[src/acs_pkg.sv]
// What this block does
// - Three channel bits select multiplexer input, MSB first
// - Channel load starts settle pulse; blocks conversion
// - Software start converts when settle pulse expires
// - Convert bit acts after sixth serial clock
// - Convert bit set disables hardware start pin
// - Stored convert bit never repeats conversions
// - Standby bit enters or leaves power-down
// - Standby taken on seventh falling serial edge
// - Start pin rise converts only after settling
// - Settle pin drops low when write begins
// - Settle discharge begins at sixth falling edge
// - Tracking held until capacitor threshold crossed
// - Conversion completes 5.9 us after start
// - Writes under six clocks leave control register unchanged
// - Convert bit set starts conversion in any frame of four or more clocks
// - Control register resets to all zeros
package acs_pkg;
	localparam int CTRL_W = 5;
	localparam logic [CTRL_W-1:0] CTRL_RESET = 5'h00;
	localparam int CHAN_MSB = 4;
	localparam int CHAN_LSB = 2;
	localparam int START_POS = 1;
	localparam int PDOWN_POS = 0;
	localparam logic [2:0] CNT_START = 3'h4;
	localparam logic [2:0] CNT_LOAD = 3'h6;
	localparam logic [2:0] CNT_PDOWN = 3'h7;
	localparam int CLK_PERIOD_PS = 10000;
	localparam int SOFT_CONVERT_BIT_TIME_PS = 5900000;
	localparam int SOFT_CONVERT_BIT_CYCLES = SOFT_CONVERT_BIT_TIME_PS / CLK_PERIOD_PS;
	localparam int SOFT_CONVERT_BIT_CLK_EDGES = 15;
	typedef enum logic [2:0] {
		ACS_TRACK = 3'b001,
		ACS_CONVERT = 3'b010,
		ACS_SLEEP = 3'b100
	} acs_state_t;
endpackage

[src/acs_sync.sv]
`timescale 1ns/1ps
// Two-flop synchroniser per bit
module acs_sync #(
	parameter int W = 1
) (
	input wire logic clock,
	input wire logic rst_n,
	input wire logic [W-1:0] d,
	output logic [W-1:0] q
);
	logic [W-1:0] meta;
	genvar i;
	generate
		for (i = 0; i < W; i++) begin : g_bit
			always_ff @(posedge clock) begin
				if (!rst_n) begin
					meta[i] <= 1'b1;
					q[i] <= 1'b1;
				end else begin
					meta[i] <= d[i];
					q[i] <= meta[i];
				end
			end
		end
	endgenerate
endmodule

[src/acs_control.sv]
`timescale 1ns/1ps
module acs_control
	import acs_pkg::*;
#(
	parameter int SOFT_CONVERT_BIT_COUNT = SOFT_CONVERT_BIT_CYCLES
) (
	input wire logic clock,
	input wire logic rst_n,
	input wire logic sclk,
	input wire logic sdata,
	input wire logic transmit_frame_n,
	input wire logic hw_start_n,
	input wire logic soft_convert_bit_clk_in,
	input wire logic settle_cap_above,
	output logic settle_timing_cap,
	output logic [2:0] mux_sel,
	output logic hold,
	output logic converting,
	output logic soft_convert_bit_done,
	output logic powerdown
);
	// ---------------------------------------------------------------
	// Input synchronisation
	// ---------------------------------------------------------------
	logic [5:0] raw;
	logic [5:0] s;
	logic sclk_s, sdata_s, frame_n_s, start_n_s, cclk_s, cap_s;
	assign raw = {sclk, sdata, transmit_frame_n, hw_start_n, soft_convert_bit_clk_in, settle_cap_above};
	acs_sync #(.W(6)) u_sync (
		.clock(clock),
		.rst_n(rst_n),
		.d(raw),
		.q(s)
	);
	assign {sclk_s, sdata_s, frame_n_s, start_n_s, cclk_s, cap_s} = s;
	logic sclk_d, frame_d, start_d, cclk_d;
	always_ff @(posedge clock) begin
		if (!rst_n) begin
			sclk_d <= 1'b1;
			frame_d <= 1'b1;
			start_d <= 1'b1;
			cclk_d <= 1'b1;
		end else begin
			sclk_d <= sclk_s;
			frame_d <= frame_n_s;
			start_d <= start_n_s;
			cclk_d <= cclk_s;
		end
	end
	logic sclk_fall, frame_start, frame_end, start_rise, cclk_rise;
	assign sclk_fall = sclk_d && !sclk_s;
	assign frame_start = frame_d && !frame_n_s;
	assign frame_end = !frame_d && frame_n_s;
	assign start_rise = !start_d && start_n_s;
	assign cclk_rise = !cclk_d && cclk_s;

	// ---------------------------------------------------------------
	// Serial control word
	// ---------------------------------------------------------------
	acs_state_t state;
	logic [CTRL_W-1:0] shift;
	logic [2:0] bit_cnt;
	logic load_evt, pdown_evt;
	assign load_evt = sclk_fall && !frame_n_s && bit_cnt == CNT_LOAD - 3'h1;
	assign pdown_evt = sclk_fall && !frame_n_s && bit_cnt == CNT_PDOWN - 3'h1;
	always_ff @(posedge clock) begin
		if (!rst_n) begin
			shift <= CTRL_RESET;
			bit_cnt <= 3'h0;
		end else if (frame_start) begin
			bit_cnt <= 3'h0;
		end else if (sclk_fall && !frame_n_s && bit_cnt != CNT_PDOWN) begin
			shift <= {shift[CTRL_W-2:0], sdata_s};
			bit_cnt <= bit_cnt + 3'h1;
		end
	end
	// Sampled data arrives on falling edges; the fifth bit is in after edge five,
	// the word commits at edge six so shorter frames leave it untouched.
	logic [CTRL_W-1:0] ctrl;
	logic soft_convert_bit_req;
	always_ff @(posedge clock) begin
		if (!rst_n) begin
			ctrl <= CTRL_RESET;
		end else if (load_evt) begin
			ctrl[CHAN_MSB:START_POS] <= shift[CHAN_MSB:START_POS];
		end else if (pdown_evt) begin
			// The sixth bit has pushed the standby bit one place up
			ctrl[PDOWN_POS] <= shift[PDOWN_POS + 1];
		end
	end
	assign mux_sel = ctrl[CHAN_MSB:CHAN_LSB];
	// Convert request latched by an aborted frame too, once its bit is shifted;
	// after four bits it is the newest, after five it sits one place up
	logic short_soft_convert_bit;
	assign short_soft_convert_bit = frame_end && (
		(bit_cnt == CNT_START && shift[START_POS - 1]) ||
		(bit_cnt == CNT_LOAD - 3'h1 && shift[START_POS]));
	always_ff @(posedge clock) begin
		if (!rst_n) begin
			soft_convert_bit_req <= 1'b0;
		end else if (load_evt) begin
			soft_convert_bit_req <= shift[START_POS];
		end else if (short_soft_convert_bit) begin
			soft_convert_bit_req <= 1'b1;
		end else if (state == ACS_CONVERT) begin
			soft_convert_bit_req <= 1'b0;
		end
	end

	// ---------------------------------------------------------------
	// Settling pulse
	// ---------------------------------------------------------------
	logic discharging;
	always_ff @(posedge clock) begin
		if (!rst_n) begin
			settle_timing_cap <= 1'b1;
			discharging <= 1'b0;
		end else if (frame_start) begin
			settle_timing_cap <= 1'b0;
			discharging <= 1'b0;
		end else if (load_evt || short_soft_convert_bit) begin
			settle_timing_cap <= 1'b1;
			discharging <= 1'b1;
		end else if (discharging && cap_s) begin
			discharging <= 1'b0;
		end
	end
	logic settled;
	assign settled = !discharging && frame_n_s && settle_timing_cap;

	// ---------------------------------------------------------------
	// Conversion sequencer
	// ---------------------------------------------------------------
	logic [15:0] soft_convert_bit_cnt;
	logic [4:0] cclk_cnt;
	logic go;
	assign go = settled && ((soft_convert_bit_req) || (!ctrl[START_POS] && start_rise));
	always_ff @(posedge clock) begin
		if (!rst_n) begin
			state <= ACS_TRACK;
			soft_convert_bit_cnt <= 16'h0000;
			cclk_cnt <= 5'h00;
			soft_convert_bit_done <= 1'b0;
		end else begin
			soft_convert_bit_done <= 1'b0;
			case (state)
				ACS_TRACK: begin
					if (ctrl[PDOWN_POS]) begin
						state <= ACS_SLEEP;
					end else if (go) begin
						state <= ACS_CONVERT;
						soft_convert_bit_cnt <= 16'h0000;
						cclk_cnt <= 5'h00;
					end
				end
				ACS_CONVERT: begin
					soft_convert_bit_cnt <= soft_convert_bit_cnt + 16'h0001;
					if (cclk_rise) begin
						cclk_cnt <= cclk_cnt + 5'h01;
					end
					if (soft_convert_bit_cnt == 16'(SOFT_CONVERT_BIT_COUNT - 1)) begin
						state <= ACS_TRACK;
						soft_convert_bit_done <= 1'b1;
					end
				end
				ACS_SLEEP: begin
					if (!ctrl[PDOWN_POS]) begin
						state <= ACS_TRACK;
					end
				end
				default: state <= ACS_TRACK;
			endcase
		end
	end
	always_ff @(posedge clock) begin
		if (!rst_n) begin
			hold <= 1'b0;
			converting <= 1'b0;
			powerdown <= 1'b0;
		end else begin
			hold <= (state == ACS_TRACK && !ctrl[PDOWN_POS] && go) ||
				(state == ACS_CONVERT && soft_convert_bit_cnt != 16'(SOFT_CONVERT_BIT_COUNT - 1));
			converting <= hold;
			powerdown <= ctrl[PDOWN_POS] || state == ACS_SLEEP;
		end
	end
endmodule

[config.mk]
export PLATFORM = sky130hd
export DESIGN_NAME = acs_control
export DESIGN_NICKNAME = d
export VERILOG_FILES = /design/src/acs_pkg.sv /design/src/acs_sync.sv /design/src/acs_control.sv
export SDC_FILE = /design/constraint.sdc
export NUM_CORES = 1
export LEC_CHECK = 0
export BUFFER_PORTS_ARGS = -buffer_cell sky130_fd_sc_hd__buf_2
export CAP_MARGIN = 30
export CORE_MARGIN = 2
export CORE_UTILIZATION = 45
export DETAILED_ROUTE_END_ITERATION = 10
export GPL_TIMING_DRIVEN = 0
export PLACE_DENSITY_LB_ADDON = 0.1
export SLEW_MARGIN = 20
export SYNTH_ARGS = -nofsm -noshare
export SYNTH_HDL_FRONTEND = slang
export SYNTH_SLANG_ARGS = --single-unit
[constraint.sdc]
create_clock -name clock -period 2.4 [get_ports clock]
set_clock_uncertainty 0.15 [all_clocks]
set_input_delay 0.24 -clock clock [delete_from_list [all_inputs] [get_ports clock]]
set_output_delay 0.24 -clock clock [all_outputs]
set_load 0.05 [all_outputs]
Yosys cells after proc, flatten, opt, wreduce, memory -nomap -nowiden
Index checks and enable logic that the tools add are counted.
- bits in registers: 52
- bits of input ports: 8
- output and inout bits: 8
- logic and storage cells: 102
- add/subtract/negate cells: 2
- equality and inequality tests: 14
- mux-type cells: 16
- bitwise logic cells: 3
- reductions and logical operators: 41
- operators with widths (operator ; number):
    $mux W16 ; 2
    $pmux W16 S2 ; 1
    $logic_and A1 B1 Y1 ; 19
    $add A16 B1 Y16 const B ; 1
    $eq A16 B10 Y1 const B ; 1
    $ne A16 B10 Y1 const B ; 1
    $eq A3 B3 Y1 const B ; 4
    $mux W3 ; 4
    $pmux W3 S3 ; 1
    $mux W1 ; 8
    $ne A2 B2 Y1 const B ; 4
    $logic_not A1 Y1 ; 7
    $ne A3 B3 Y1 const B ; 2
    $reduce_and A2 Y1 ; 3
    $reduce_and A3 Y1 ; 2
    $reduce_bool A2 Y1 ; 3
    $logic_or A1 B1 Y1 ; 5
    $add A3 B1 Y3 const B ; 1
    $eq A3 B1 Y1 const B ; 1
    $eq A3 B2 Y1 const B ; 1
    $not A1 Y1 ; 3
    $reduce_bool A3 Y1 ; 1
    $reduce_or A2 Y1 ; 1

Depth between registers and ports, before layout
- depth in word-level cells: 8
- mapped depth: 7
- depth with buffers taken out: 6

Modules after synthesis
A second synthesis with hierarchy kept.
- cells, all modules: 251
- area, all modules: 2331.0 um^2
- modules (own cells, without submodules) (module ; times used ; cells each ; area an instance (um^2) ; seq. area each (um^2)):
    acs_control ; 1 ; 226 ; 1991.9 ; 840.8
    acs_sync ; 1 ; 25 ; 339.1 ; 240.2

Worst setup path after synthesis
Ideal clock, no wire load.
- kind: register to register
- start: reg settle_timing_cap
- end: reg soft_convert_bit_cnt[15]
- setup time: 0.072 ns
- arrival: 1.688 ns
- data required time: 2.178 ns
- slack: 0.491 ns
- stages on the path, launching flop included: 5
- path buffers: 0
- period minus slack after synthesis: 1.909 ns
- cell sequence: dfxtp_1 > and3b_1 > o2111ai_2 > a2111oi_2 > mux2i_1
- word-level cells in the longest chain between the ends: 4
- ends and longest elaborated chain (item ; line ; RTL):
    start: declaration ; acs_control.sv:15 ; output logic settle_timing_cap,
    start signal: assignment ; acs_control.sv:116 ; settle_timing_cap <= 1'b1;
    start signal: assignment ; acs_control.sv:119 ; settle_timing_cap <= 1'b0;
    start signal: assignment ; acs_control.sv:122 ; settle_timing_cap <= 1'b1;
    $logic_and A1 B1 Y1 ; acs_control.sv:129 ; assign settled = !discharging && frame_n_s && settle_timing_cap;
    $logic_and A1 B1 Y1 ; acs_control.sv:137 ; assign go = settled && ((soft_convert_bit_req) || (!ctrl[START_POS] && start_rise));
    $ne A2 B2 Y1 (no line) ; - ;
    $reduce_and A3 Y1 (no line) ; - ;
    end signal: assignment ; acs_control.sv:157 ; soft_convert_bit_cnt <= soft_convert_bit_cnt + 16'h0001;
    end: declaration ; acs_control.sv:134 ; logic [15:0] soft_convert_bit_cnt;
No other way between the ends.
A chain may end at the register's enable or synchronous reset.

Final worst setup path
- start: reg bit_cnt[0]
- end: reg shift[0]
- word-level cells in the longest chain between the ends: 3
- ends and longest elaborated chain (item ; line ; RTL):
    start: declaration ; acs_control.sv:62 ; logic [2:0] bit_cnt;
    start signal: assignment ; acs_control.sv:74 ; bit_cnt <= bit_cnt + 3'h1;
    $ne A3 B3 Y1 ; acs_control.sv:72 ; end else if (sclk_fall && !frame_n_s && bit_cnt != CNT_PDOWN) begin
    $logic_and A1 B1 Y1 ; acs_control.sv:72 ;
    $reduce_and A2 Y1 (no line) ; - ;
    end signal: assignment ; acs_control.sv:73 ; shift <= {shift[CTRL_W-2:0], sdata_s};
    end: declaration ; acs_control.sv:61 ; logic [CTRL_W-1:0] shift;
No other way between the ends.

==> run_results.csv <==
group,metric,value,unit
sta,finalHoldViolCount,0,
cts,post_cts_buffers,0,
worst_setup_path,startpoint,"bit_cnt[0]$_SDFFE_PP0P_",
worst_setup_path,path_max_fanout,10,
yosys,ys_warn_count,0,
cts,htreeDepth,2,
placement,gp_congestion,0.799,
final_layout,fin_nets,289,
sta,drv_slew,0,
cts,cts_buffer_depth,2,
grt,antenna_found_initial,0,
power_and_ir_drop,p_sw,0.353,mW
worst_setup_path,reg2reg_slack,340,ps
final_layout,fin_cells,342,
cts,cts.hold.buffers_added,5,
yosys,synth_seq_cells,52,
worst_setup_path,start_kind,"flip-flop",
floorplan,core-area,4790,sq um
route,drcViolationCount,0,
power_and_ir_drop,clockPowerShare,34.5,%
yosys,syn_nets,263,
power_and_ir_drop,totalPowerFinal,1.47,mW
hold_path,hold_end,"start_d$_SDFF_PN1_",
floorplan,die-height,75.0,um
cts,ctsRootBufferMaster,"clkbuf_8",
sta,final-setup-viol-count,0,
placement,placed_area,2420,sq um
power_and_ir_drop,p_seq_share,60.5,%
cts,numClockSinks,52,
grt,grt_pass1_wl,7620,um
final_layout,area_delta_synth_final,13.1,%
floorplan,rows,25,
cts,clkTransAtPathRegs,100,ps
yosys,netlist_top_cells_area,"dfxtp_1, a21oi_1, nand2b_1, nand2_1, nand3_1",
floorplan,fp.dieW,75.0,um
sta,rsz0062_at_grt,"no",
power_and_ir_drop,peakVddDrop,0.304,mV
worst_setup_path,rr_startpoint,"bit_cnt[0]$_SDFFE_PP0P_",
final_layout,fin_area,2560,sq um
yosys,syn-cell-area,2270,sq um
floorplan,die_area,5620,sq um
cts,clock_latency,310,ps
sta,layout_worst_path_cycle_share,85.9,%
worst_setup_path,end_kind,"flip-flop",
route,num_vias,1784,
yosys,yosys.cell_types.count,49,
hold_path,hold_class,"in2reg",
grt,overflow,0,
worst_setup_path,crit_arrival,2090,ps
route,drt_iter0_markers,123,
placement,io_buffer_count,14,
cts,cts_tree,"done",
yosys,async_flop_share,0,%
yosys,synth_edf_count,0,
power_and_ir_drop,power_frac_comb,5.0,%
power_and_ir_drop,p_per_area,575,nW/um^2
final_layout,drive_above_1_share,12.4,%
final_layout,fillers,458,
hold_path,worstHoldStart,"rst_n",
yosys,yosys.area.top_type_share,45.9,%
yosys,synth_flop_cell,"dfxtp_1",
placement,dp.cells,329,
worst_setup_path,rr_worst_depth,6,
sta,relSlewSlack,59.5,%
placement,dp_hpwl,3100,um
route,drtPass1Iterations,4,
worst_setup_path,r2r-end,"shift[0]$_SDFFE_PN0P_",
power_and_ir_drop,p_leak,0.955,nW
route,post_drt_via_cell_ratio,5.22,
sta,tns,0,ps
grt,grt.total_usage,17.8,%
cts,post_cts_resized,0,
run_status,status,"finished clean",
power_and_ir_drop,intPower,1.12,mW
yosys,yosysTopAreaCell,"dfxtp_1",
floorplan,io_pins,16,
floorplan,initial_core_util,47.4,%
grt,grt_max_degree,18,
yosys,avgSynthCellArea,9.14,sq um
hold_path,hold_depth,2,
worst_setup_path,cp_data_required_time,2430,ps
grt,first_global_vias,1621,
route,drt_wl_total,4440,um
power_and_ir_drop,p_sw_share,24.0,%
route,drtAntennaViolNets,0,
route,wl_per_cell,13.0,um
yosys,syn_inst,248,
worst_setup_path,crit_type,"reg2reg",
yosys,seq_area_frac_synth,45.9,%
cts,cts_made_buffers,5,
job,max-cap-violations,0,
sta,worstMarginPinSlew,605,ps
sta,max_freq,485,MHz
final_layout,n_antenna_cell,0,
sta,min_period,2060,ps
-- routing by layer --
| metal | up-vias | global-route usage (%) | share of wire (%) | wire length, um |
|---|---|---|---|---|
| met3 | 7 | 4.42 | 3.5 | 157 |
| met2 | 29 | 26.2 | 41 | 1830 |
| met1 | 817 | 25.6 | 54 | 2400 |
| met5 | - | 0 | 0 | 0 |
| met4 | 0 | 5.36 | 1.3 | 57 |
| li1 | 931 | - | - | - |
-- through the flow --
step / utilization [%] / setup WS, ps / hold slack (ps)
after floorplan: - / 491 / 163
after global placement: 50.6 / 370 / 239
after detailed placement: 50.6 / 330 / 246
after CTS: 53.6 / 307 / 29.1
after global routing: 53.6 / 176 / 29.2
final: 53.6 / 338 / 41.5
-- power by group through the flow --
| stage | sequential (mW) | clock [mW] | combinational [mW] |
|---|---|---|---|
| floorplan | 0.913 | 0 | 0.0451 |
| global placement | 0.912 | 0 | 0.0661 |
| detailed placement | 0.912 | 0 | 0.0680 |
| CTS | 0.892 | 0.530 | 0.0743 |
| global route | 0.895 | 0.573 | 0.0825 |
| finish | 0.892 | 0.509 | 0.0736 |
-- worst max-delay path: stages (launching register included) --
cell	delay (ps)
dfxtp_1	360
ha_1	220
ha_1	210
nor4b_4	540
nand2_1	270
nand2_1	130
a21oi_1	60
-- how the worst max path moves through the flow --
stage	endpoint	slack (ps)	cells past startpoint
final	shift[0]$_SDFFE_PN0P_	340	6
after global routing	shift[3]$_SDFFE_PN0P_	180	6
after CTS	shift[0]$_SDFFE_PN0P_	310	6
after detailed placement	shift[0]$_SDFFE_PN0P_	330	6
after global placement	shift[0]$_SDFFE_PN0P_	370	6
after floorplan	soft_convert_bit_cnt[15]$_SDFFE_PN0P_	490	4
-- cells by family after synthesis --
logic type / count (synthesis) / synth area share, %
AND/OR/NAND/NOR: 106 / 26.5
AO/OA/AOI/OAI: 52 / 15.5
flip-flops: 52 / 45.9
buffers and inverters: 22 / 4.30
multiplexers: 7 / 3.09
adder cells (fa/ha/maj): 7 / 3.86
XOR/XNOR: 2 / 0.773
-- layout make-up --
type | count | area [sq um] | share of cell area [%]
repair buffers | 19 | 120 | 4.69
plain buffers | 14 | 67.6 | 2.64
inverters | 8 | 30.0 | 1.17
well taps | 67 | 83.8 | 3.27
clock inverters | 3 | 23.8 | 0.927
flip-flops and latches | 52 | 1040 | 40.6
multi-input cells | 174 | 1130 | 44.0
clock buffers | 5 | 68.8 | 2.68
-- Yosys cell counts, types with 2 or more instances --
cell	n
a21oi_1	21
nor4b_1	2
and2_1	3
buf_2	3
nor4bb_1	2
buf_4	3
ha_1	7
nor2_1	15
inv_1	8
o22a_1	2
a31oi_1	7
nor3b_1	3
nand3b_1	3
a21o_1	2
and3_1	5
a41oi_1	2
o21ai_0	3
nand3_1	18
mux2i_1	7
dfxtp_1	52
and4_1	2
nand2_1	25
clkbuf_1	8
nand4_1	2
nand2b_1	16
o31a_1	3
nor2b_1	2
-- sequential cells by signal (all words and copies together), names as in the netlist, 3 cells and up --
register	count
shift	5
bit_cnt	3
soft_convert_bit_cnt	16
u_sync.meta	5
state	3
u_sync.q	5
ctrl	5
-- layout by cell type, fill, tap and decap left out, types with 2 or more instances in the layout --
master,count
dfxtp_1,52
nand2_1,25
a21oi_1,21
nand3_1,18
buf_2,17
nand2b_1,16
nor2_1,15
inv_1,8
clkbuf_1,8
mux2i_1,7
a31oi_1,7
ha_1,7
and3_1,5
clkbuf_8,5
dlygate4sd3_1,5
nor3b_1,3
nand3b_1,3
and2_1,3
o21ai_0,3
o31a_1,3
buf_4,3
nor4b_1,2
nor4bb_1,2
nand4_1,2
nor2b_1,2
and4_1,2
o22a_1,2
a21o_1,2
a41oi_1,2
clkinvlp_4,2
Power figures use the tool's default switching activity.
